## config.mk

```make
export PLATFORM = sky130hd
export DESIGN_NAME = line_performance_status_builder
export DESIGN_NICKNAME = d
export VERILOG_FILES = /design/src/perf_status_pkg.sv /design/src/side_counters.sv /design/src/octet_serializer.sv /design/src/line_performance_status_builder.sv
export SDC_FILE = /design/constraint.sdc
export NUM_CORES = 1
export LEC_CHECK = 0
export BUFFER_PORTS_ARGS = -buffer_cell sky130_fd_sc_hd__buf_2
export CORE_UTILIZATION = 45
export CTS_CLUSTER_DIAMETER = 80
export DETAILED_ROUTE_END_ITERATION = 12
export PLACE_DENSITY = 0.69
export SLEW_MARGIN = 10
export SYNTH_ARGS = -nofsm -noshare
export SYNTH_HDL_FRONTEND = slang
export SYNTH_SLANG_ARGS = --single-unit
```

## constraint.sdc

```tcl
create_clock -name clk_sys -period 15.65 [get_ports clk_sys]
set_input_delay 3.9125 -clock clk_sys [delete_from_list [all_inputs] [get_ports clk_sys]]
set_output_delay 3.9125 -clock clk_sys [all_outputs]
set_load 0.01 [all_outputs]
```

## src/perf_status_pkg.sv

```systemverilog
// shared constants for the line performance status message builder
package perf_status_pkg;
	localparam int MSG_OCTETS = 12;
	localparam logic [7:0] MSG_ID_NET  = 8'h8C;
	localparam logic [7:0] MSG_ID_CUST = 8'h8D;
	// wishbone byte addresses
	localparam logic [7:0] ADDR_CTRL      = 8'h00;
	localparam logic [7:0] ADDR_SIDE_NET  = 8'h04;
	localparam logic [7:0] ADDR_SIDE_CUST = 8'h08;
	localparam logic [7:0] ADDR_IRQ_STAT  = 8'h0C;
	localparam logic [7:0] ADDR_IRQ_MASK  = 8'h10;
	localparam logic [7:0] ADDR_FLAGS     = 8'h14;
	localparam logic [7:0] ADDR_CNT_NET   = 8'h18;
	localparam logic [7:0] ADDR_CRC_NET   = 8'h1C;
	localparam logic [7:0] ADDR_CNT_CUST  = 8'h20;
	localparam logic [7:0] ADDR_CRC_CUST  = 8'h24;
	// control register fields
	localparam int CTRL_SEND      = 0;
	localparam int CTRL_SIDE      = 1;
	localparam int CTRL_DEST      = 2;
	localparam int CTRL_CLR_NET   = 8;
	localparam int CTRL_CLR_CUST  = 9;
	localparam int CTRL_BUSY      = 16;
	// side register fields
	localparam int SIDE_MARGIN_LSB = 0;
	localparam int SIDE_ATTEN_LSB  = 8;
	localparam int SIDE_BASE_LSB   = 16;
	localparam int SIDE_EXT        = 20;
	localparam int SIDE_BACKOFF    = 21;
	localparam int SIDE_MARGIN_AL  = 22;
	localparam int SIDE_ATTEN_AL   = 23;
	localparam int SIDE_SYNC_AL    = 24;
	localparam int SIDE_LOOP_LSB   = 25;
	localparam logic [7:0] MARGIN_NOT_AVAILABLE = 8'h7F;
	localparam logic [7:0] ATTEN_NOT_AVAILABLE  = 8'h80;
	localparam logic [1:0] LOOP_ID_RESET        = 2'h1;
	localparam logic [31:0] SIDE_RESET = {5'h00, LOOP_ID_RESET, 9'h000, ATTEN_NOT_AVAILABLE,
		MARGIN_NOT_AVAILABLE};
	// interrupt status bits
	localparam int IRQ_SENT      = 0;
	localparam int IRQ_WRAP_NET  = 1;
	localparam int IRQ_WRAP_CUST = 2;
	localparam int IRQ_BITS      = 3;
	typedef enum logic [1:0] {
		SER_IDLE = 2'b00,
		SER_SEND = 2'b01,
		SER_DONE = 2'b11
	} ser_state_e;
endpackage

```

## src/side_counters.sv

```systemverilog
// modulo performance counters and sticky overflow/reset flags for one side
`timescale 1ns/1ps
module side_counters
	import perf_status_pkg::*;
(
	// clock and reset
	input  wire logic        clk_sys,
	input  wire logic        rst,
	input  wire logic        ce,
	// one-cycle events from the line logic
	input  wire logic        errsec_tick,
	input  wire logic        sevsec_tick,
	input  wire logic        crc_tick,
	input  wire logic        syncloss_tick,
	input  wire logic        unavsec_tick,
	// control
	input  wire logic        clear_counts,
	input  wire logic        load,
	input  wire logic        clr_line,
	input  wire logic        clr_cust,
	// state
	output logic      [7:0]  errsec,
	output logic      [7:0]  sevsec,
	output logic      [15:0] crc_count,
	output logic      [7:0]  syncloss,
	output logic      [7:0]  unavsec,
	output logic      [3:0]  flags,
	output logic             wrapped
);
	// flags = {ovf_line, rst_line, ovf_cust, rst_cust}; new_* remember events since the snapshot
	logic [7:0]  next_errsec, next_sevsec, next_syncloss, next_unavsec;
	logic [15:0] next_crc;
	logic [3:0]  next_flags;
	logic        new_ovf, new_rst, next_new_ovf, next_new_rst;

	always_comb begin
		next_errsec   = errsec + {7'h00, errsec_tick};
		next_sevsec   = sevsec + {7'h00, sevsec_tick};
		next_crc      = crc_count + {15'h0000, crc_tick};
		next_syncloss = syncloss + {7'h00, syncloss_tick};
		next_unavsec  = unavsec + {7'h00, unavsec_tick};
		wrapped = !clear_counts && ((errsec_tick && errsec == 8'hFF) || (sevsec_tick && sevsec == 8'hFF) ||
			(crc_tick && crc_count == 16'hFFFF) || (syncloss_tick && syncloss == 8'hFF) ||
			(unavsec_tick && unavsec == 8'hFF));
		if (clear_counts) begin
			next_errsec   = 8'h00;
			next_sevsec   = 8'h00;
			next_crc      = 16'h0000;
			next_syncloss = 8'h00;
			next_unavsec  = 8'h00;
		end
		// a flag cleared by a response survives if a new event came after the snapshot
		next_flags[3] = wrapped || (clr_line ? new_ovf : flags[3]);
		next_flags[2] = clear_counts || (clr_line ? new_rst : flags[2]);
		next_flags[1] = wrapped || (clr_cust ? new_ovf : flags[1]);
		next_flags[0] = clear_counts || (clr_cust ? new_rst : flags[0]);
		next_new_ovf  = wrapped || (new_ovf && !load);
		next_new_rst  = clear_counts || (new_rst && !load);
	end

	// counters reset at power-up, so both reset flags start set
	always_ff @(posedge clk_sys or posedge rst) begin
		if (rst) begin
			errsec    <= 8'h00;
			sevsec    <= 8'h00;
			crc_count <= 16'h0000;
			syncloss  <= 8'h00;
			unavsec   <= 8'h00;
			flags     <= 4'h5;
			new_ovf   <= 1'b0;
			new_rst   <= 1'b1;
		end else if (ce) begin
			errsec    <= next_errsec;
			sevsec    <= next_sevsec;
			crc_count <= next_crc;
			syncloss  <= next_syncloss;
			unavsec   <= next_unavsec;
			flags     <= next_flags;
			new_ovf   <= next_new_ovf;
			new_rst   <= next_new_rst;
		end
	end
endmodule

```

## src/octet_serializer.sv

```systemverilog
// sends a captured message one octet at a time with valid/ready handshake
`timescale 1ns/1ps
module octet_serializer
	import perf_status_pkg::*;
#(
	parameter int OCTETS = MSG_OCTETS
) (
	// clock and reset
	input  wire logic              clk_sys,
	input  wire logic              rst,
	input  wire logic              ce,
	// message in, first octet in the top byte
	input  wire logic              start,
	input  wire logic [8*OCTETS-1:0] msg,
	output logic                   busy,
	output logic                   done,
	// octet stream out
	output logic                   octet_valid,
	output logic      [7:0]        octet_data,
	output logic                   octet_last,
	input  wire logic              octet_ready
);
	ser_state_e              state, next_state;
	logic [8*OCTETS-1:0]     shreg, next_shreg;
	logic [7:0]              remain, next_remain;
	logic                    next_valid, next_last, next_done;

	always_comb begin
		next_state  = state;
		next_shreg  = shreg;
		next_remain = remain;
		next_valid  = octet_valid;
		next_last   = octet_last;
		next_done   = 1'b0;
		case (state)
			SER_IDLE: begin
				if (start) begin
					next_state  = SER_SEND;
					next_shreg  = msg;
					next_remain = 8'(OCTETS - 1);
					next_valid  = 1'b1;
					next_last   = 1'b0;
				end
			end
			SER_SEND: begin
				if (octet_ready) begin
					if (octet_last) begin
						next_state = SER_DONE;
						next_valid = 1'b0;
						next_last  = 1'b0;
						next_done  = 1'b1;
					end else begin
						next_shreg  = {shreg[8*OCTETS-9:0], 8'h00};
						next_remain = remain - 8'h01;
						next_last   = (remain == 8'h01);
					end
				end
			end
			SER_DONE: next_state = SER_IDLE;
			default:  next_state = SER_IDLE;
		endcase
	end

	assign octet_data = shreg[8*OCTETS-1 -: 8];
	assign busy       = (state != SER_IDLE);

	always_ff @(posedge clk_sys or posedge rst) begin
		if (rst) begin
			state       <= SER_IDLE;
			shreg       <= '0;
			remain      <= 8'h00;
			octet_valid <= 1'b0;
			octet_last  <= 1'b0;
			done        <= 1'b0;
		end else if (ce) begin
			state       <= next_state;
			shreg       <= next_shreg;
			remain      <= next_remain;
			octet_valid <= next_valid;
			octet_last  <= next_last;
			done        <= next_done;
		end
	end
endmodule

```

## src/line_performance_status_builder.sv

```systemverilog
// performance status message builder with wishbone registers and interrupt
`timescale 1ns/1ps
module line_performance_status_builder
	import perf_status_pkg::*;
(
	// clock, reset, enable
	input  wire logic        clk_sys,
	input  wire logic        rst,
	input  wire logic        ce,
	// wishbone slave
	input  wire logic        wb_cyc_i,
	input  wire logic        wb_stb_i,
	input  wire logic        wb_we_i,
	input  wire logic [7:0]  wb_adr_i,
	input  wire logic [3:0]  wb_sel_i,
	input  wire logic [31:0] wb_dat_i,
	output logic      [31:0] wb_dat_o,
	output logic             wb_ack_o,
	// fault pins, asynchronous
	input  wire logic        self_test_fault,
	input  wire logic        dc_continuity_fault,
	// per-side one-cycle events, index 0 network side, 1 customer side
	input  wire logic [1:0]  errsec_tick,
	input  wire logic [1:0]  sevsec_tick,
	input  wire logic [1:0]  crc_tick,
	input  wire logic [1:0]  syncloss_tick,
	input  wire logic [1:0]  unavsec_tick,
	// message octet stream
	output logic             octet_valid,
	output logic      [7:0]  octet_data,
	output logic             octet_last,
	input  wire logic        octet_ready,
	// interrupt
	output logic             irq
);
	// fault pin synchronisers
	logic [1:0] fault_meta, fault_sync;

	// registers
	logic [31:0]         side_cfg [2];
	logic [31:0]         next_side_cfg [2];
	logic [IRQ_BITS-1:0] irq_stat, irq_mask, next_irq_stat, next_irq_mask;
	logic                sel_side, sel_dest, next_sel_side, next_sel_dest;
	logic [31:0]         next_dat;
	logic                next_ack, next_irq;

	// side state
	logic [7:0]  errsec [2];
	logic [7:0]  sevsec [2];
	logic [15:0] crc_count [2];
	logic [7:0]  syncloss [2];
	logic [7:0]  unavsec [2];
	logic [3:0]  flags [2];
	logic [1:0]  wrapped, clear_counts, load, clr_line, clr_cust;

	// message and serializer
	logic [8*MSG_OCTETS-1:0] msg;
	logic                    start, busy, done;
	logic                    ser_valid, ser_last;
	logic [7:0]              ser_data;
	logic                    wr, rd_hit;
	logic [31:0]             wmask;

	always_ff @(posedge clk_sys or posedge rst) begin
		if (rst) begin
			fault_meta <= 2'h0;
			fault_sync <= 2'h0;
		end else if (ce) begin
			fault_meta <= {self_test_fault, dc_continuity_fault};
			fault_sync <= fault_meta;
		end
	end

	genvar s;
	generate
		for (s = 0; s < 2; s++) begin : g_side
			side_counters u_cnt (
				.clk_sys       (clk_sys),
				.rst           (rst),
				.ce            (ce),
				.errsec_tick   (errsec_tick[s]),
				.sevsec_tick   (sevsec_tick[s]),
				.crc_tick      (crc_tick[s]),
				.syncloss_tick (syncloss_tick[s]),
				.unavsec_tick  (unavsec_tick[s]),
				.clear_counts  (clear_counts[s]),
				.load          (load[s]),
				.clr_line      (clr_line[s]),
				.clr_cust      (clr_cust[s]),
				.errsec        (errsec[s]),
				.sevsec        (sevsec[s]),
				.crc_count     (crc_count[s]),
				.syncloss      (syncloss[s]),
				.unavsec       (unavsec[s]),
				.flags         (flags[s]),
				.wrapped       (wrapped[s])
			);
			// flags clear only for the side that was sent, toward the unit that received it
			// the snapshot belongs to the side named by this send, whatever side went before
			assign load[s]     = start && (next_sel_side == 1'(s));
			assign clr_line[s] = done && (sel_side == 1'(s)) && !sel_dest;
			assign clr_cust[s] = done && (sel_side == 1'(s)) && sel_dest;
			assign clear_counts[s] = wr && wb_adr_i == ADDR_CTRL && wmask[CTRL_CLR_NET + s] &&
				wb_dat_i[CTRL_CLR_NET + s];
		end
	endgenerate

	// message assembly for the side picked at start
	always_comb begin
		logic [31:0] cfg;
		logic        side;
		cfg  = 32'h00000000;
		side = next_sel_side;
		cfg  = side_cfg[side];
		msg = {
			side ? MSG_ID_CUST : MSG_ID_NET,
			1'b0, cfg[SIDE_BACKOFF],
			fault_sync[1],
			fault_sync[0],
			cfg[SIDE_MARGIN_AL], cfg[SIDE_ATTEN_AL], cfg[SIDE_SYNC_AL], 1'b0,
			cfg[SIDE_MARGIN_LSB +: 8],
			cfg[SIDE_ATTEN_LSB +: 8],
			errsec[side], sevsec[side],
			crc_count[side],
			syncloss[side], unavsec[side],
			flags[side],
			cfg[SIDE_BASE_LSB +: 4],
			cfg[SIDE_EXT],
			5'h00, cfg[SIDE_LOOP_LSB +: 2]
		};
	end

	octet_serializer #(
		.OCTETS (MSG_OCTETS)
	) u_ser (
		.clk_sys     (clk_sys),
		.rst         (rst),
		.ce          (ce),
		.start       (start),
		.msg         (msg),
		.busy        (busy),
		.done        (done),
		.octet_valid (ser_valid),
		.octet_data  (ser_data),
		.octet_last  (ser_last),
		.octet_ready (octet_ready)
	);

	assign octet_valid = ser_valid;
	assign octet_data  = ser_data;
	assign octet_last  = ser_last;

	// bus decode; every access is answered one cycle after the strobe
	assign wr    = wb_cyc_i && wb_stb_i && wb_we_i && !wb_ack_o;
	assign wmask = {{8{wb_sel_i[3]}}, {8{wb_sel_i[2]}}, {8{wb_sel_i[1]}}, {8{wb_sel_i[0]}}};
	// a send request while a message is in flight is dropped
	assign start = wr && wb_adr_i == ADDR_CTRL && wmask[CTRL_SEND] && wb_dat_i[CTRL_SEND] && !busy;
	assign rd_hit = wb_cyc_i && wb_stb_i && !wb_ack_o;

	always_comb begin
		next_side_cfg = side_cfg;
		next_irq_mask = irq_mask;
		next_sel_side = sel_side;
		next_sel_dest = sel_dest;
		if (start) begin
			next_sel_side = wb_dat_i[CTRL_SIDE];
			next_sel_dest = wb_dat_i[CTRL_DEST];
		end
		if (wr && wb_adr_i == ADDR_SIDE_NET)
			next_side_cfg[0] = (side_cfg[0] & ~wmask) | (wb_dat_i & wmask);
		if (wr && wb_adr_i == ADDR_SIDE_CUST)
			next_side_cfg[1] = (side_cfg[1] & ~wmask) | (wb_dat_i & wmask);
		if (wr && wb_adr_i == ADDR_IRQ_MASK && wb_sel_i[0])
			next_irq_mask = wb_dat_i[IRQ_BITS-1:0];
		// hardware set wins over the write-one clear in the same cycle
		next_irq_stat = irq_stat;
		if (wr && wb_adr_i == ADDR_IRQ_STAT && wb_sel_i[0])
			next_irq_stat = irq_stat & ~wb_dat_i[IRQ_BITS-1:0];
		next_irq_stat[IRQ_SENT]      = next_irq_stat[IRQ_SENT] | done;
		next_irq_stat[IRQ_WRAP_NET]  = next_irq_stat[IRQ_WRAP_NET] | wrapped[0];
		next_irq_stat[IRQ_WRAP_CUST] = next_irq_stat[IRQ_WRAP_CUST] | wrapped[1];
		next_irq = |(next_irq_stat & next_irq_mask);
		next_ack = rd_hit;
		next_dat = 32'h00000000;
		if (rd_hit && !wb_we_i) begin
			case (wb_adr_i)
				ADDR_CTRL:      next_dat = {15'h0000, busy, 13'h0000, sel_dest, sel_side, 1'b0};
				ADDR_SIDE_NET:  next_dat = side_cfg[0];
				ADDR_SIDE_CUST: next_dat = side_cfg[1];
				ADDR_IRQ_STAT:  next_dat = {29'h00000000, irq_stat};
				ADDR_IRQ_MASK:  next_dat = {29'h00000000, irq_mask};
				ADDR_FLAGS:     next_dat = {24'h000000, flags[1], flags[0]};
				ADDR_CNT_NET:   next_dat = {unavsec[0], syncloss[0], sevsec[0], errsec[0]};
				ADDR_CRC_NET:   next_dat = {16'h0000, crc_count[0]};
				ADDR_CNT_CUST:  next_dat = {unavsec[1], syncloss[1], sevsec[1], errsec[1]};
				ADDR_CRC_CUST:  next_dat = {16'h0000, crc_count[1]};
				default:        next_dat = 32'h00000000;
			endcase
		end
	end

	always_ff @(posedge clk_sys or posedge rst) begin
		if (rst) begin
			side_cfg[0] <= SIDE_RESET;
			side_cfg[1] <= SIDE_RESET;
			irq_stat    <= '0;
			irq_mask    <= '0;
			sel_side    <= 1'b0;
			sel_dest    <= 1'b0;
			wb_ack_o    <= 1'b0;
			wb_dat_o    <= 32'h00000000;
			irq         <= 1'b0;
		end else if (ce) begin
			side_cfg    <= next_side_cfg;
			irq_stat    <= next_irq_stat;
			irq_mask    <= next_irq_mask;
			sel_side    <= next_sel_side;
			sel_dest    <= next_sel_dest;
			wb_ack_o    <= next_ack;
			wb_dat_o    <= next_dat;
			irq         <= next_irq;
		end
	end
endmodule

```

Word level (Yosys, flattened, before mapping)
Cells that the tools add are included.
{"block": "word_totals", "ff_bits": 327, "latchBits": 0, "ramBits": 0, "romBits": 0, "input_bits": 63, "elab_cells": 235, "mem_count": 0}
{"block": "classes", "n_addsub": 11, "n_mul": 0, "n_div": 0, "n_lt_le_gt_ge": 1, "n_eq_ne": 25, "shifts": 0, "muxes": 68, "bitwise": 15, "n_reduce_logical": 82}
{"op": "$pmux 32 s10", "n": 1}
{"op": "$mux 96", "n": 3}
{"op": "$pmux 96 s2", "n": 1}
{"op": "$mux 8", "n": 23}
{"op": "$and 32x32->32", "n": 3}
{"op": "$mux 27", "n": 3}
{"op": "$mux 16", "n": 5}
{"op": "$add 8x1->8", "n": 8}
{"op": "$eq 8x8->1 const B", "n": 8}
{"op": "$or 32x32->32", "n": 2}
{"op": "$logic_and 1x1->1", "n": 42}
{"op": "$add 16x1->16", "n": 2}
{"op": "$eq 16x16->1 const B", "n": 2}
{"op": "$eq 8x5->1 const B", "n": 4}
{"op": "$mux 32", "n": 1}
{"op": "$not 32->32", "n": 1}
{"op": "$logic_or 1x1->1", "n": 20}
{"op": "$mux 1", "n": 19}
{"op": "$eq 8x4->1 const B", "n": 2}
{"op": "$eq 8x6->1 const B", "n": 2}
{"op": "$pmux 8 s2", "n": 1}
{"op": "$mux 4", "n": 3}
{"op": "$reduce_and 5->1", "n": 2}
{"op": "$eq 8x1->1 const B", "n": 1}
{"op": "other kinds (22)", "n": 43}

Longest topological paths before layout
Gate-level depths: netlist of the first run.
{"block": "logic_depth", "ltp_word": 14, "mapped_depth": 10, "ltp_nobuf": 8}

Cells and area by module
A second synthesis of the first run with hierarchy kept.
{"block": "hier_totals", "hier_cells": 1730, "area_unflattened_um2": 17433.0}
{"module": "line_performance_status_builder", "instances": 1, "cells_per_inst": 551, "area_each_um2": 7025.5, "seq_area_each_um2": 2775.2}
{"module": "octet_serializer", "instances": 1, "cells_per_inst": 574, "area_each_um2": 4909.7, "seq_area_each_um2": 2727.6}
{"module": "side_counters at g_side[0].u_cnt", "instances": 1, "cells_per_inst": 310, "area_each_um2": 2806.4, "seq_area_each_um2": 1355.0}
{"module": "side_counters at g_side[1].u_cnt", "instances": 1, "cells_per_inst": 295, "area_each_um2": 2691.3, "seq_area_each_um2": 1355.0}

Worst setup path before layout of the first run
No wires, ideal clock.
{"block": "synth_timing", "path_kind": "input port to flip-flop", "startpoint": "input wb_adr_i[7]", "endpoint": "register u_ser.shreg[11]", "setup_ns": 0.135, "t_arrival_ns": 5.782, "t_required_ns": 15.515, "path_slack_ns": 9.733, "cell_stages": 9, "cell_sequence": "clkbuf_1 -> or4_4 -> nor4_4 -> o2bb2ai_2 -> nand2_2 -> clkbuf_1 -> buf_2 -> nand2_1 -> o21ai_0"}
{"block": "synth_via", "elab_chain_len": 12, "elab_cells_between_ends": 14, "cone_classes": "1 x eq/ne; 6 x mux; 1 x bitwise; 6 x reduce/logical"}
{"element": "start, declared", "line": "line_performance_status_builder.sv:14", "rtl": "input wire logic [7:0] wb_adr_i,"}
{"element": "$logic_not 8->1 (*)", "line": "line_performance_status_builder.sv:157", "rtl": "assign start = wr && wb_adr_i == ADDR_CTRL && wmask[CTRL_SEND] && wb_dat_i[CTRL_SEND] && !busy;"}
{"element": "$logic_and 1x1->1 (*) (4 in a row)", "line": "line_performance_status_builder.sv:157"}
{"element": "$mux 1", "line": "line_performance_status_builder.sv:165", "rtl": "if (start) begin"}
{"element": "$not 1->2 (implied by the code)", "line": "line_performance_status_builder.sv:114", "rtl": "cfg = side_cfg[side];"}
{"element": "$mux 27 (implied by the code) (3 in a row)", "line": "line_performance_status_builder.sv:114"}
{"element": "$mux 96", "line": "octet_serializer.sv:37", "rtl": "if (start) begin"}
{"element": "$pmux 96 s2", "line": "octet_serializer.sv:35", "rtl": "case (state)"}
{"element": "end signal, assigned", "line": "octet_serializer.sv:77", "rtl": "shreg <= next_shreg;"}
{"element": "end, declared", "line": "octet_serializer.sv:24", "rtl": "logic [8*OCTETS-1:0] shreg, next_shreg;"}
Every way passes the cells marked *; elsewhere a longest branch is shown, timed or not. The select of a mux whose other input is x is not followed.
A chain may end at the register's enable or synchronous reset.

Worst setup path after layout of the first run
{"block": "layout_timing", "startpoint": "input ce", "endpoint": "register u_ser.shreg[21]"}
{"block": "layout_via", "elab_chain_len": 1}
{"element": "start, declared", "line": "line_performance_status_builder.sv:9", "rtl": "input wire logic ce,"}
{"element": "$reduce_and 5->1 (no line)"}
No other way between the ends.

==> results_tabular.tex, run 1 <==
\begin{tabular}{lr}
\hline
Metric & Value \\
\hline
\multicolumn{2}{l}{\textbf{Setup path}} \\
\quad Most used cell along the critical path & sky130\_fd\_sc\_hd\_\_buf\_4 \\
\quad Maximum fanout count along the critical path & 55 \\
\quad Worst endpoint data arrival time & 7.01 ns \\
\quad Critical path's top delay family & buffers and inverters \\
\quad Worst flop-to-flop path endpoint & u\_ser.shreg[21] \\
\quad Worst setup slack for register-to-register paths & roughly 13 ns \\
\quad Slowest cell on the critical path & sky130\_fd\_sc\_hd\_\_nand2\_2 \\
\quad Delay of the slowest critical-path stage & 0.65 ns \\
\quad Crit path kind & input pin to flop \\
\quad Sum of buffers and inverters on the critical path & 4 \\
\quad Setup crit end kind & flop \\
\quad Required time of the worst setup path & 16.02 ns \\
\quad Number of cells on the worst reg-to-reg path & 7 \\
\quad R2R Path Start & wb\_ack\_o \\
\quad Worst-path cell chain & buf\_4 > clkinv\_1 > buf\_4 > nor2\_1 > nand2\_2 > buf\_4 > nand2\_1 > o211ai\_2 \\
\quad Kind of launch point of the worst setup path & input pin \\
\multicolumn{2}{l}{\textbf{Global route}} \\
\quad Largest net degree at the start of global routing & 144 \\
\quad Vias in the first global route & around 13000 \\
\quad Overall routing resource usage & 0.2680 \\
\quad Wire length of the first global-routing pass & 78.03 mm \\
\quad Sum of overflow across all layers after global routing & 0 \\
\quad Antenna violations before repair & 3 \\
\multicolumn{2}{l}{\textbf{Die}} \\
\quad Die Footprint & 37480 µm² \\
\quad Die X & 193.6 µm \\
\quad Starting density of the core & 0.4611 \\
\quad Number of rows in the core area & approximately 70 \\
\quad Die Y-Extent & 193.6 µm \\
\quad Core region area & 35830 µm² \\
\quad I/O pin cnt & approximately 110 \\
\multicolumn{2}{l}{\textbf{Clock tree}} \\
\quad Number of clock sinks & 322 \\
\quad TritonCTS clock tree & yes \\
\quad Buffer type at the clock tree root & sky130\_fd\_sc\_hd\_\_clkbuf\_16 \\
\quad Post-CTS Hold Fix Bufs & 0 \\
\quad Post-CTS Repair Setup Buffers & 0 \\
\quad Number of levels the H-tree was split into & 2 \\
\quad CTS clk-pin slew, worst paths & about 0.06 ns \\
\quad Resize count post-CTS & 0 \\
\quad Bufs on Longest Clock Path & 3 \\
\quad CTS Buf Count & 36 \\
\quad Source-to-sink clock delay at the later pin of the worst-skew pair & 0.52 ns \\
\multicolumn{2}{l}{\textbf{Pwr}} \\
\quad Leakage power figure & 8.269 nW \\
\quad Cell Pwr Density & about 110 nW/µm² \\
\quad Worst-case vdd ir drop & 73.85 µV \\
\multicolumn{2}{l}{\textbf{Placed design}} \\
\quad Input/output buffers & 106 \\
\quad Minimum setup slack after placement & around 8.6 ns \\
\quad Placed instance count & a little over 2000 \\
\quad HPWL after DPL & 34.64 mm \\
\quad Last weighted congestion value of the routability-driven placer & 0.9699 \\
\multicolumn{2}{l}{\textbf{Layout}} \\
\quad Reg area & a little over 8000 µm² \\
\quad Final Core Density & 0.5153 \\
\quad Fraction of layout instances using a drive strength above 1 & 0.2143 \\
\quad Multi-input logic area & 7854 µm² \\
\quad Layout area overhead & 11.75\% \\
\quad Filler cells & 3118 \\
\quad Final std cells w/o fill & 2136 \\
\quad Antenna fix cells & 0 \\
\quad Final nets & 1737 \\
\multicolumn{2}{l}{\textbf{Worst hold path}} \\
\quad Hold Path Depth & 1 \\
\quad Hold Crit Endpoint & wb\_dat\_o[6] \\
\quad Min-Delay Startpoint & wb\_dat\_o[6] \\
\quad Min-Delay Path Class & flop to flop \\
\multicolumn{2}{l}{\textbf{Logic synthesis}} \\
\quad Largest area contributor in the synthesized netlist & sky130\_fd\_sc\_hd\_\_dfrtp\_1 \\
\quad Top cells by instance count after synthesis & 298 x sky130\_fd\_sc\_hd\_\_dfrtp\_1, 192 x sky130\_fd\_sc\_hd\_\_nand2\_1, 141 x sky130\_fd\_sc\_hd\_\_nor2\_1, 92 x sky130\_fd\_sc\_hd\_\_nand3\_1, 84 x sky130\_fd\_sc\_hd\_\_mux2i\_1 \\
\quad Portion of the post-synthesis area used by sequential elements & 0.4895 \\
\quad Synthesized area divided by synthesized cell count & 10.34 µm² \\
\quad Async SR Flop Fraction & 1.000 \\
\quad Mapped Cells & 1597 \\
\quad Count leader, synth & sky130\_fd\_sc\_hd\_\_dfrtp\_1 \\
\quad Distinct cell type count of the synthesized netlist & 68 \\
\quad Synth warn & 0 \\
\quad Number of synthesized register bits & 322 \\
\quad Prevailing post-synth register cell & sky130\_fd\_sc\_hd\_\_dfrtp\_1 \\
\quad Net count of the mapped netlist & 1682 \\
\quad Cell types with the largest area share after synthesis & sky130\_fd\_sc\_hd\_\_dfrtp\_1 45\%, sky130\_fd\_sc\_hd\_\_mux2i\_1 5.1\%, sky130\_fd\_sc\_hd\_\_mux2\_2 5.0\% \\
\quad Fraction of synthesized cell area taken by the top area cell type & 0.4514 \\
\quad Number of enable flip-flop cells after synthesis & 0 \\
\quad Cell area after synthesis & 16520 µm² \\
\multicolumn{2}{l}{\textbf{Run}} \\
\quad Max-Cap Viols & 0 \\
\multicolumn{2}{l}{\textbf{Detailed routing}} \\
\quad Wirelength per Cell & 23.63 µm \\
\quad Count of vias placed by the detailed router & 13440 \\
\quad Drt initial violations & 1470 \\
\quad Routed Antenna Nets & 0 \\
\quad Sum of routed wire length over all layers & 50.48 mm \\
\quad DR pass1 iterations & 6 \\
\quad Mean number of vias per cell & 6.292 \\
\quad DRC & 0 \\
\multicolumn{2}{l}{\textbf{STA}} \\
\quad Final TNS setup & 0 ns \\
\quad F\_max & about 150 MHz \\
\quad Final hold slack & 0.4722 ns \\
\quad Final setup violation count & 0 \\
\quad Final slew viol count & 0 \\
\quad Final hold violation count & 0 \\
\quad Share of the clock period used by the worst path & 0.4244 \\
\quad Rel. slew slack & 0.2098 \\
\quad Worst setup margin & 9.008 ns \\
\quad Setup Skew & 0.02004 ns \\
\quad Slew at the pin with the worst max-slew slack & approximately 1.2 ns \\
\quad Minimum clock period after layout & between 6 and 7 ns \\
\quad RSZ-0062 raised after global routing & false \\
\multicolumn{2}{l}{\textbf{Run status}} \\
\quad Status & finished clean \\
\hline
\end{tabular}
## routing by layer
| metal | GRT usage | part of all wire |
|---|---|---|
| met1 | 0.3775 | 0.42 |
| met3 | 0.04672 | 0.091 |
| met4 | 0.1067 | 0.041 |
| met2 | 0.4102 | 0.45 |
| met5 | 0 | 0.00073 |
## area by class of cell
class | instances | area share
clock buffers | 52 | 0.05591
clock inverters | 9 | 0.006912
inverters | 25 | 0.005489
multi-input cells | 1141 | 0.4254
flip-flops and latches | 322 | 0.4381
well taps | 461 | 0.03124
repair buffers | 126 | 0.03700
## cell families (layout without fill, tap and decap cells)
| family | Yosys count | in the layout | share of synthesized area |
|---|---|---|---|
| AO/OA/AOI/OAI | 337 | 337 | 0.1604 |
| XOR/XNOR | 65 | 65 | 0.03446 |
| adder cells (fa/ha/maj) | 22 | 22 | 0.01666 |
| buffers and inverters | 134 | 212 | 0.03825 |
| flip-flops | 322 | 322 | 0.4895 |
| multiplexers | 161 | 161 | 0.1034 |
| AND/OR/NAND/NOR | 556 | 556 | 0.1573 |
## per-stage QoR
step	area, µm²	total power, mW
after floorplan	16520	1.150
after global placement	17300	1.248
after detailed placement	17300	1.257
after CTS	18460	2.100
after global routing	18460	2.180
final	18460	2.099
## cell usage in the layout (no fill, tap or decap), types with 22 or more instances in the layout
| master | count |
|---|---|
| sky130_fd_sc_hd__o21ai_0 | 69 |
| sky130_fd_sc_hd__dfstp_2 | 24 |
| sky130_fd_sc_hd__a21oi_1 | 28 |
| sky130_fd_sc_hd__a22oi_1 | 42 |
| sky130_fd_sc_hd__clkbuf_16 | 37 |
| sky130_fd_sc_hd__buf_2 | 105 |
| sky130_fd_sc_hd__inv_1 | 23 |
| sky130_fd_sc_hd__mux2i_1 | 83 |
| sky130_fd_sc_hd__mux2_2 | 73 |
| sky130_fd_sc_hd__nand3_1 | 92 |
| sky130_fd_sc_hd__a21o_1 | 22 |
| sky130_fd_sc_hd__ha_1 | 22 |
| sky130_fd_sc_hd__dfrtp_1 | 298 |
| sky130_fd_sc_hd__nand2_1 | 192 |
| sky130_fd_sc_hd__xor2_1 | 43 |
| sky130_fd_sc_hd__nand4_1 | 52 |
| sky130_fd_sc_hd__o211ai_2 | 60 |
| sky130_fd_sc_hd__nor2_1 | 137 |
| sky130_fd_sc_hd__xnor2_1 | 22 |
## worst max path at each step
| stage | slack (ns) | end | start | cells after the start |
|---|---|---|---|---|
| after CTS | 9.11 | u_ser.shreg[21] | ce | 8 |
| final | 9.01 | u_ser.shreg[21] | ce | 8 |
| after floorplan | 2.86 | async pin | rst | 1 |
| after global placement | 8.64 | u_ser.shreg[92] | ce | 7 |
| after detailed placement | 8.59 | u_ser.shreg[21] | ce | 8 |
| after global routing | 8.86 | u_ser.shreg[17] | ce | 8 |
## power by group
group | switching [mW] | internal (mW)
Sequential | 0.143 | 0.899
Clock | 0.339 | 0.507
Combinational | 0.124 | 0.0856
Total | 0.607 | 1.49
No activity file was read; power rests on OpenSTA's default activity.
==> run 2: changes to the inputs <==
==> constraint.sdc (replaced) <==
create_clock -name clk_sys -period 6.8 [get_ports clk_sys]
set_input_delay 1.7 -clock clk_sys [delete_from_list [all_inputs] [get_ports clk_sys]]
set_output_delay 1.7 -clock clk_sys [all_outputs]
set_load 0.01 [all_outputs]
==> run 2 against run 1 <==
- total power grew 130%
- sequential share of layout area shrank 0.30 points
- first-iteration DRC count shrank 7.7%
- final area grew 0.68%
- critical path depth is the same
==> results_tabular.tex, run 2 (synthesis results as in run 1) <==
\begin{tabular}{lr}
\hline
Metric & Value \\
\hline
\multicolumn{2}{l}{\textbf{Layout}} \\
\quad Layout area overhead & 12.52\% (was 11.75\%) \\
\quad Highest-count cells in the layout ignoring fill and taps & 298 x sky130\_fd\_sc\_hd\_\_dfrtp\_1, 192 x sky130\_fd\_sc\_hd\_\_nand2\_1, 137 x sky130\_fd\_sc\_hd\_\_nor2\_1, 105 x sky130\_fd\_sc\_hd\_\_buf\_2, 92 x sky130\_fd\_sc\_hd\_\_nand3\_1 (unchanged) \\
\quad Fraction of layout instances using a drive strength above 1 & 0.2183 (was 0.2143) \\
\quad Antenna fix cells & 0 (unchanged) \\
\quad Final nets & 1743 (was 1737) \\
\quad Final design area excluding fillers & 18590 µm² (was 18460 µm²) \\
\quad Most common cell after layout, fill and taps aside & sky130\_fd\_sc\_hd\_\_dfrtp\_1 (unchanged) \\
\multicolumn{2}{l}{\textbf{Clock tree}} \\
\quad Post-CTS Hold Fix Bufs & 0 (unchanged) \\
\quad TritonCTS clock tree & yes (unchanged) \\
\quad Number of levels the H-tree was split into & 2 (unchanged) \\
\quad CTS Buf Count & 37 (was 36) \\
\quad Post-CTS Repair Setup Buffers & 0 (unchanged) \\
\quad CTS clk-pin slew, worst paths & 0.06 ns (about the same) \\
\quad Source-to-sink clock delay at the later pin of the worst-skew pair & 0.53 ns (was 0.52 ns) \\
\quad Bufs on Longest Clock Path & 3 (unchanged) \\
\quad Resize count post-CTS & 0 (unchanged) \\
\quad Buffer type at the clock tree root & sky130\_fd\_sc\_hd\_\_clkbuf\_16 (unchanged) \\
\quad Number of clock sinks & 322 (unchanged) \\
\multicolumn{2}{l}{\textbf{Die}} \\
\quad Starting density of the core & 0.4611 (unchanged) \\
\quad Core region area & 35830 µm² (unchanged) \\
\quad Die Y-Extent & 193.6 µm (unchanged) \\
\quad Die X & 193.6 µm (unchanged) \\
\quad Number of rows in the core area & 69 (unchanged) \\
\quad I/O pin cnt & 107 (unchanged) \\
\quad Die Footprint & 37480 µm² (unchanged) \\
\multicolumn{2}{l}{\textbf{STA}} \\
\quad Final setup violation count & 0 (unchanged) \\
\quad Share of the clock period used by the worst path & 0.6836 \\
\quad Slew at the pin with the worst max-slew slack & 1.180 ns (was 1.176 ns) \\
\quad Setup Skew & 0.01068 ns (was 0.02004 ns) \\
\quad Final hold violation count & 0 (unchanged) \\
\quad Final hold slack & 0.4674 ns (was 0.4722 ns) \\
\quad Rel. slew slack & 0.2025 (was 0.2098) \\
\quad Final TNS setup & 0 ns (unchanged) \\
\quad RSZ-0062 raised after global routing & false (unchanged) \\
\quad F\_max & 215.1 MHz \\
\quad Minimum clock period after layout & 4.649 ns \\
\quad Final slew viol count & 0 (unchanged) \\
\multicolumn{2}{l}{\textbf{Pwr}} \\
\quad Leakage power figure & 8.327 nW (was 8.269 nW) \\
\quad Cell Pwr Density & 263.5 nW/µm² (was 113.7 nW/µm²) \\
\quad Worst-case vdd ir drop & 130.0 µV (was 73.85 µV) \\
\multicolumn{2}{l}{\textbf{Placed design}} \\
\quad Input/output buffers & 106 (unchanged) \\
\quad Post-DP Area & 17380 µm² (was 17300 µm²) \\
\quad HPWL after DPL & 35.54 mm (was 34.64 mm) \\
\quad Last weighted congestion value of the routability-driven placer & 0.9753 (was 0.9699) \\
\multicolumn{2}{l}{\textbf{Global route}} \\
\quad Vias in the first global route & 13230 (was 13030) \\
\quad Overall routing resource usage & 0.2757 (was 0.2680) \\
\quad Antenna violations before repair & 0 (was 3) \\
\quad Largest net degree at the start of global routing & 135 (was 144) \\
\quad Sum of overflow across all layers after global routing & 0 (unchanged) \\
\quad Wire length of the first global-routing pass & 80.01 mm (was 78.03 mm) \\
\multicolumn{2}{l}{\textbf{Run status}} \\
\quad Status & finished clean (unchanged) \\
\multicolumn{2}{l}{\textbf{Detailed routing}} \\
\quad Wirelength per Cell & 24.10 µm (was 23.63 µm) \\
\quad Sum of routed wire length over all layers & 51.62 mm (was 50.48 mm) \\
\quad Routed Antenna Nets & 0 (unchanged) \\
\quad Count of vias placed by the detailed router & 13580 (was 13440) \\
\quad Mean number of vias per cell & 6.340 (was 6.292) \\
\quad DRC & 0 (unchanged) \\
\quad DR pass1 iterations & 6 (unchanged) \\
\quad Drt initial violations & 1357 (was 1470) \\
\multicolumn{2}{l}{\textbf{Setup path}} \\
\quad Setup crit end kind & flop (unchanged) \\
\quad Required time of the worst setup path & 7.24 ns (was 16.02 ns) \\
\quad Kind of launch point of the worst setup path & input pin (unchanged) \\
\quad Worst endpoint data arrival time & 5.09 ns (was 7.01 ns) \\
\quad Maximum fanout count along the critical path & 56 (was 55) \\
\quad Crit path kind & input pin to flop (unchanged) \\
\multicolumn{2}{l}{\textbf{Run}} \\
\quad Max-Cap Viols & 0 (unchanged) \\
\multicolumn{2}{l}{\textbf{Worst hold path}} \\
\quad Min-Delay Path Class & flop to flop (unchanged) \\
\hline
\end{tabular}
run 2: metrics by stage:
stage | std cells | util | total power [mW] | setup slack (ns)
final | 2142 | 0.5188 | 4.898 | 2.151
after global routing | 2142 | 0.5188 | 5.084 | 2.057
after CTS | 2142 | 0.5188 | 4.898 | 2.281
after detailed placement | 2080 | 0.4851 | 2.888 | 1.728
after global placement | 2080 | 0.4851 | 2.867 | 1.811
after floorplan | 1597 | - | 2.647 | 0.8248
run 2: area by class of cell:
cell class              count  area (µm²)
multi-input cells        1141        7849
fillers                  3163       17240
inverters                  25       97.59
flip-flops and latches    322        8088
repair buffers            131       770.7
clock inverters             7       113.9
well taps                 461       576.8
clock buffers              55        1094
run 2: layer usage:
metal	vias to the layer above	GRT usage	routed length [µm]
met5	-	0	0
met4	0	0.1156	2080
met3	131	0.05596	4454
li1	5913	-	-
met2	680	0.4205	23130
met1	6857	0.3823	21950
run 2: power by group:
| group | internal (mW) | switching, mW | total (mW) | leakage (nW) |
|---|---|---|---|---|
| Clock | 1.22 | 0.800 | 2.02 | 0.596 |
| Combinational | 0.201 | 0.294 | 0.494 | 3.44 |
| Sequential | 2.07 | 0.314 | 2.38 | 4.29 |
run 2: final timing paths:
| path | startpoint | endpoint | slack, ns | depth (start not counted) |
|---|---|---|---|---|
| hold / removal | u_ser.shreg[95] | u_ser.shreg[95] | 0.47 | 2 |
| max in group asynchronous | rst | g_side[1].u_cnt.crc_count[3] | 4.24 | 3 |
| min in group asynchronous | rst | wb_dat_o[13] | 1.24 | 2 |
| setup / recovery | wb_adr_i[2] | u_ser.shreg[51] | 2.15 | 8 |
| setup reg to reg | wb_ack_o | u_ser.shreg[51] | 3.53 | 7 |
| hold reg to reg | u_ser.shreg[95] | u_ser.shreg[95] | 0.47 | 2 |
run 2: critical path, stage by stage:
cell and delay, ns:
sky130_fd_sc_hd__buf_2 0.16, sky130_fd_sc_hd__or4_1 0.79, sky130_fd_sc_hd__nor4_4 0.44, sky130_fd_sc_hd__o2bb2ai_2 0.24, sky130_fd_sc_hd__and2_2 0.75, sky130_fd_sc_hd__nand2_4 0.16
sky130_fd_sc_hd__buf_4 0.46, sky130_fd_sc_hd__o211ai_2 0.30
==> run 3: changes to the inputs <==
==> constraint.sdc (replaced) <==
create_clock -name clk_sys -period 4.4 [get_ports clk_sys]
set_input_delay 1.1 -clock clk_sys [delete_from_list [all_inputs] [get_ports clk_sys]]
set_output_delay 1.1 -clock clk_sys [all_outputs]
set_load 0.01 [all_outputs]
==> run 3 against run 2 <==
- sequential power up 56%
- worst hold slack improved by 0.0086 ns
- global-route usage is 0.16 points lower
- clock skew grew 0.0079 ns
- via count is essentially flat
- critical path depth is the same
- routed wire length decreased by 0.41%
- critical endpoint is now u_ser.shreg[32]
==> results_tabular.tex, run 3 (synthesis results as in run 1) <==
\begin{tabular}{lr}
\hline
Metric & Value \\
\hline
\multicolumn{2}{l}{\textbf{Run status}} \\
\quad Status & finished clean (unchanged) \\
\multicolumn{2}{l}{\textbf{Detailed routing}} \\
\quad DRC & 0 (unchanged) \\
\quad Count of vias placed by the detailed router & 13590 (was 13580) \\
\quad Sum of routed wire length over all layers & 51.40 mm (was 51.62 mm) \\
\quad Routed Antenna Nets & 0 (unchanged) \\
\quad Wirelength per Cell & 23.81 µm (was 24.10 µm) \\
\quad Mean number of vias per cell & 6.293 (was 6.340) \\
\quad Drt initial violations & 1542 (was 1357) \\
\quad DR pass1 iterations & 6 (unchanged) \\
\multicolumn{2}{l}{\textbf{STA}} \\
\quad Final slew viol count & 0 (unchanged) \\
\quad Rel. slew slack & 0.2845 (was 0.2025) \\
\quad Slew at the pin with the worst max-slew slack & 1.065 ns (was 1.180 ns) \\
\quad Final hold violation count & 0 (unchanged) \\
\quad Share of the clock period used by the worst path & 0.7653 \\
\quad F\_max & 297.0 MHz \\
\quad RSZ-0062 raised after global routing & false (unchanged) \\
\quad Final TNS setup & 0 ns (unchanged) \\
\quad Final setup violation count & 0 (unchanged) \\
\quad Minimum clock period after layout & 3.368 ns \\
\quad Worst setup margin & 1.032 ns (was 2.151 ns) \\
\quad Setup Skew & 0.01854 ns (was 0.01068 ns) \\
\quad Final hold slack & 0.4760 ns (was 0.4674 ns) \\
\multicolumn{2}{l}{\textbf{Setup path}} \\
\quad Worst endpoint data arrival time & 3.77 ns (was 5.09 ns) \\
\quad Crit path kind & input pin to flop (unchanged) \\
\quad Worst-path cell chain & buf\_2 > nor4\_2 > nand4\_1 > mux2i\_4 > buf\_12 > nor2\_1 > a211oi\_1 > o21ai\_1 (was buf\_2 > or4\_1 > nor4\_4 > o2bb2ai\_2 > and2\_2 > nand2\_4 > buf\_4 > o211ai\_2) \\
\quad R2R Path Start & wb\_ack\_o (unchanged) \\
\quad Worst flop-to-flop path endpoint & u\_ser.shreg[55] (was u\_ser.shreg[51]) \\
\quad Kind of launch point of the worst setup path & input pin (unchanged) \\
\quad Maximum fanout count along the critical path & 74 (was 56) \\
\quad Worst path depth & 8 (unchanged) \\
\quad Sum of buffers and inverters on the critical path & 2 (unchanged) \\
\quad Critical Path Sink & u\_ser.shreg[32] (was u\_ser.shreg[51]) \\
\quad Required time of the worst setup path & 4.80 ns (was 7.24 ns) \\
\quad Number of cells on the worst reg-to-reg path & 7 (unchanged) \\
\quad Delay of the slowest critical-path stage & 0.70 ns (was 0.79 ns) \\
\quad Worst setup slack for register-to-register paths & 1.70 ns (was 3.53 ns) \\
\quad Slowest cell on the critical path & sky130\_fd\_sc\_hd\_\_nor4\_2 (was sky130\_fd\_sc\_hd\_\_or4\_1) \\
\quad Start point of the critical path & wb\_adr\_i[4] (was wb\_adr\_i[2]) \\
\quad Setup crit end kind & flop (unchanged) \\
\quad Critical path's top delay family & simple AND/OR/NAND/NOR gates (unchanged) \\
\multicolumn{2}{l}{\textbf{Layout}} \\
\quad Layout area overhead & 13.65\% (was 12.52\%) \\
\quad Final std cells w/o fill & 2159 (was 2142) \\
\quad Final nets & 1755 (was 1743) \\
\quad Final design area excluding fillers & 18780 µm² (was 18590 µm²) \\
\quad Fraction of layout instances using a drive strength above 1 & 0.2239 (was 0.2183) \\
\quad Highest-count cells in the layout ignoring fill and taps & 298 x sky130\_fd\_sc\_hd\_\_dfrtp\_1, 192 x sky130\_fd\_sc\_hd\_\_nand2\_1, 137 x sky130\_fd\_sc\_hd\_\_nor2\_1, 105 x sky130\_fd\_sc\_hd\_\_buf\_2, 92 x sky130\_fd\_sc\_hd\_\_nand3\_1 (unchanged) \\
\quad Final Core Density & 0.5240 (was 0.5188) \\
\quad Most common cell after layout, fill and taps aside & sky130\_fd\_sc\_hd\_\_dfrtp\_1 (unchanged) \\
\quad Filler cells & 3154 (was 3163) \\
\multicolumn{2}{l}{\textbf{Global route}} \\
\quad Antenna violations before repair & 2 (was 0) \\
\quad Sum of overflow across all layers after global routing & 0 (unchanged) \\
\quad Met1 routing resource usage after global routing & 0.3837 (was 0.3823) \\
\quad Wire length of the first global-routing pass & 79.43 mm (was 80.01 mm) \\
\quad Largest net degree at the start of global routing & 88 (was 135) \\
\quad Routing layer with the top usage in global route & met2 (unchanged) \\
\quad Overall routing resource usage & 0.2741 (was 0.2757) \\
\quad Vias in the first global route & 13230 (about the same) \\
\quad Met3 Track Usage GR & 0.05980 (was 0.05596) \\
\quad Routing usage on met2 & 0.4066 (was 0.4205) \\
\multicolumn{2}{l}{\textbf{Placed design}} \\
\quad Minimum setup slack after placement & 0.5555 ns (was 1.728 ns) \\
\quad Input/output buffers & 106 (unchanged) \\
\quad Placed instance count & 2092 (was 2080) \\
\quad Last weighted congestion value of the routability-driven placer & 0.9417 (was 0.9753) \\
\quad Post-DP Area & 17530 µm² (was 17380 µm²) \\
\quad HPWL after DPL & 35.46 mm (was 35.54 mm) \\
\multicolumn{2}{l}{\textbf{Worst hold path}} \\
\quad Min-Delay Path Class & flop to flop (unchanged) \\
\multicolumn{2}{l}{\textbf{Clock tree}} \\
\quad Bufs on Longest Clock Path & 3 (unchanged) \\
\quad Resize count post-CTS & 0 (unchanged) \\
\quad Source-to-sink clock delay at the later pin of the worst-skew pair & 0.54 ns (was 0.53 ns) \\
\quad CTS clk-pin slew, worst paths & 0.06 ns (about the same) \\
\quad Post-CTS Hold Fix Bufs & 0 (unchanged) \\
\quad Post-CTS Repair Setup Buffers & 0 (unchanged) \\
\quad TritonCTS clock tree & yes (unchanged) \\
\quad CTS Buf Count & 37 (unchanged) \\
\quad Number of clock sinks & 322 (unchanged) \\
\quad Buffer type at the clock tree root & sky130\_fd\_sc\_hd\_\_clkbuf\_16 (unchanged) \\
\quad Number of levels the H-tree was split into & 2 (unchanged) \\
\multicolumn{2}{l}{\textbf{Pwr}} \\
\quad Leakage power figure & 8.424 nW (was 8.327 nW) \\
\quad Worst-case vdd ir drop & 192.5 µV (was 130.0 µV) \\
\quad Cell Pwr Density & 407.3 nW/µm² (was 263.5 nW/µm²) \\
\quad Overall Power & 7.647 mW (was 4.898 mW) \\
\multicolumn{2}{l}{\textbf{Die}} \\
\quad Die Y-Extent & 193.6 µm (unchanged) \\
\quad Die Footprint & 37480 µm² (unchanged) \\
\quad Number of rows in the core area & 69 (unchanged) \\
\quad I/O pin cnt & 107 (unchanged) \\
\quad Starting density of the core & 0.4611 (unchanged) \\
\quad Core region area & 35830 µm² (unchanged) \\
\quad Die X & 193.6 µm (unchanged) \\
\multicolumn{2}{l}{\textbf{Run}} \\
\quad Max-Cap Viols & 0 (unchanged) \\
\hline
\end{tabular}
==> run 3: worst min-delay path, stage by stage (launching register included) <==
cell and delay [ns]:
sky130_fd_sc_hd__dfrtp_1 0.35, sky130_fd_sc_hd__nand2_1 0.05, sky130_fd_sc_hd__nand2_1 0.05
==> run 3: layout make-up <==
type	count	area [µm²]	area share
repair buffers	143	923.4	0.04918
clock buffers	54	1072	0.05711
well taps	461	576.8	0.03072
clock inverters	12	166.4	0.008863
flip-flops and latches	322	8088	0.4308
multi-input cells	1141	7849	0.4180
diodes	1	2.502	0.0001333
inverters	25	97.59	0.005198
==> run 3: report_power, final <==
| group | switching (mW) | internal, mW | leakage, nW | total (mW) |
|---|---|---|---|---|
| sequential | 0.507 | 3.20 | 4.29 | 3.71 |
| combinational | 0.445 | 0.316 | 3.53 | 0.760 |
| clock | 1.25 | 1.93 | 0.607 | 3.18 |
==> run 3: worst min path at each step <==
stage,start,end,slack [ns],cells past startpoint
final,u_ser.shreg[95],u_ser.shreg[95],0.48,2
after CTS,wb_dat_o[21],wb_dat_o[21],0.48,1
after detailed placement,g_side[1].u_cnt.new_rst,g_side[1].u_cnt.new_rst,0.46,2
after floorplan,u_ser.shreg[95],u_ser.shreg[95],0.44,2
after global placement,wb_dat_o[19],wb_dat_o[19],0.46,1
after global routing,wb_dat_o[4],wb_dat_o[4],0.49,1
==> run 3: per-layer routing <==
metal  wire length, µm  up-vias
met5                23        -
met4              2512        4
met3              4917      159
met2             22400      748
met1             21550     6734
li1                  -     5941
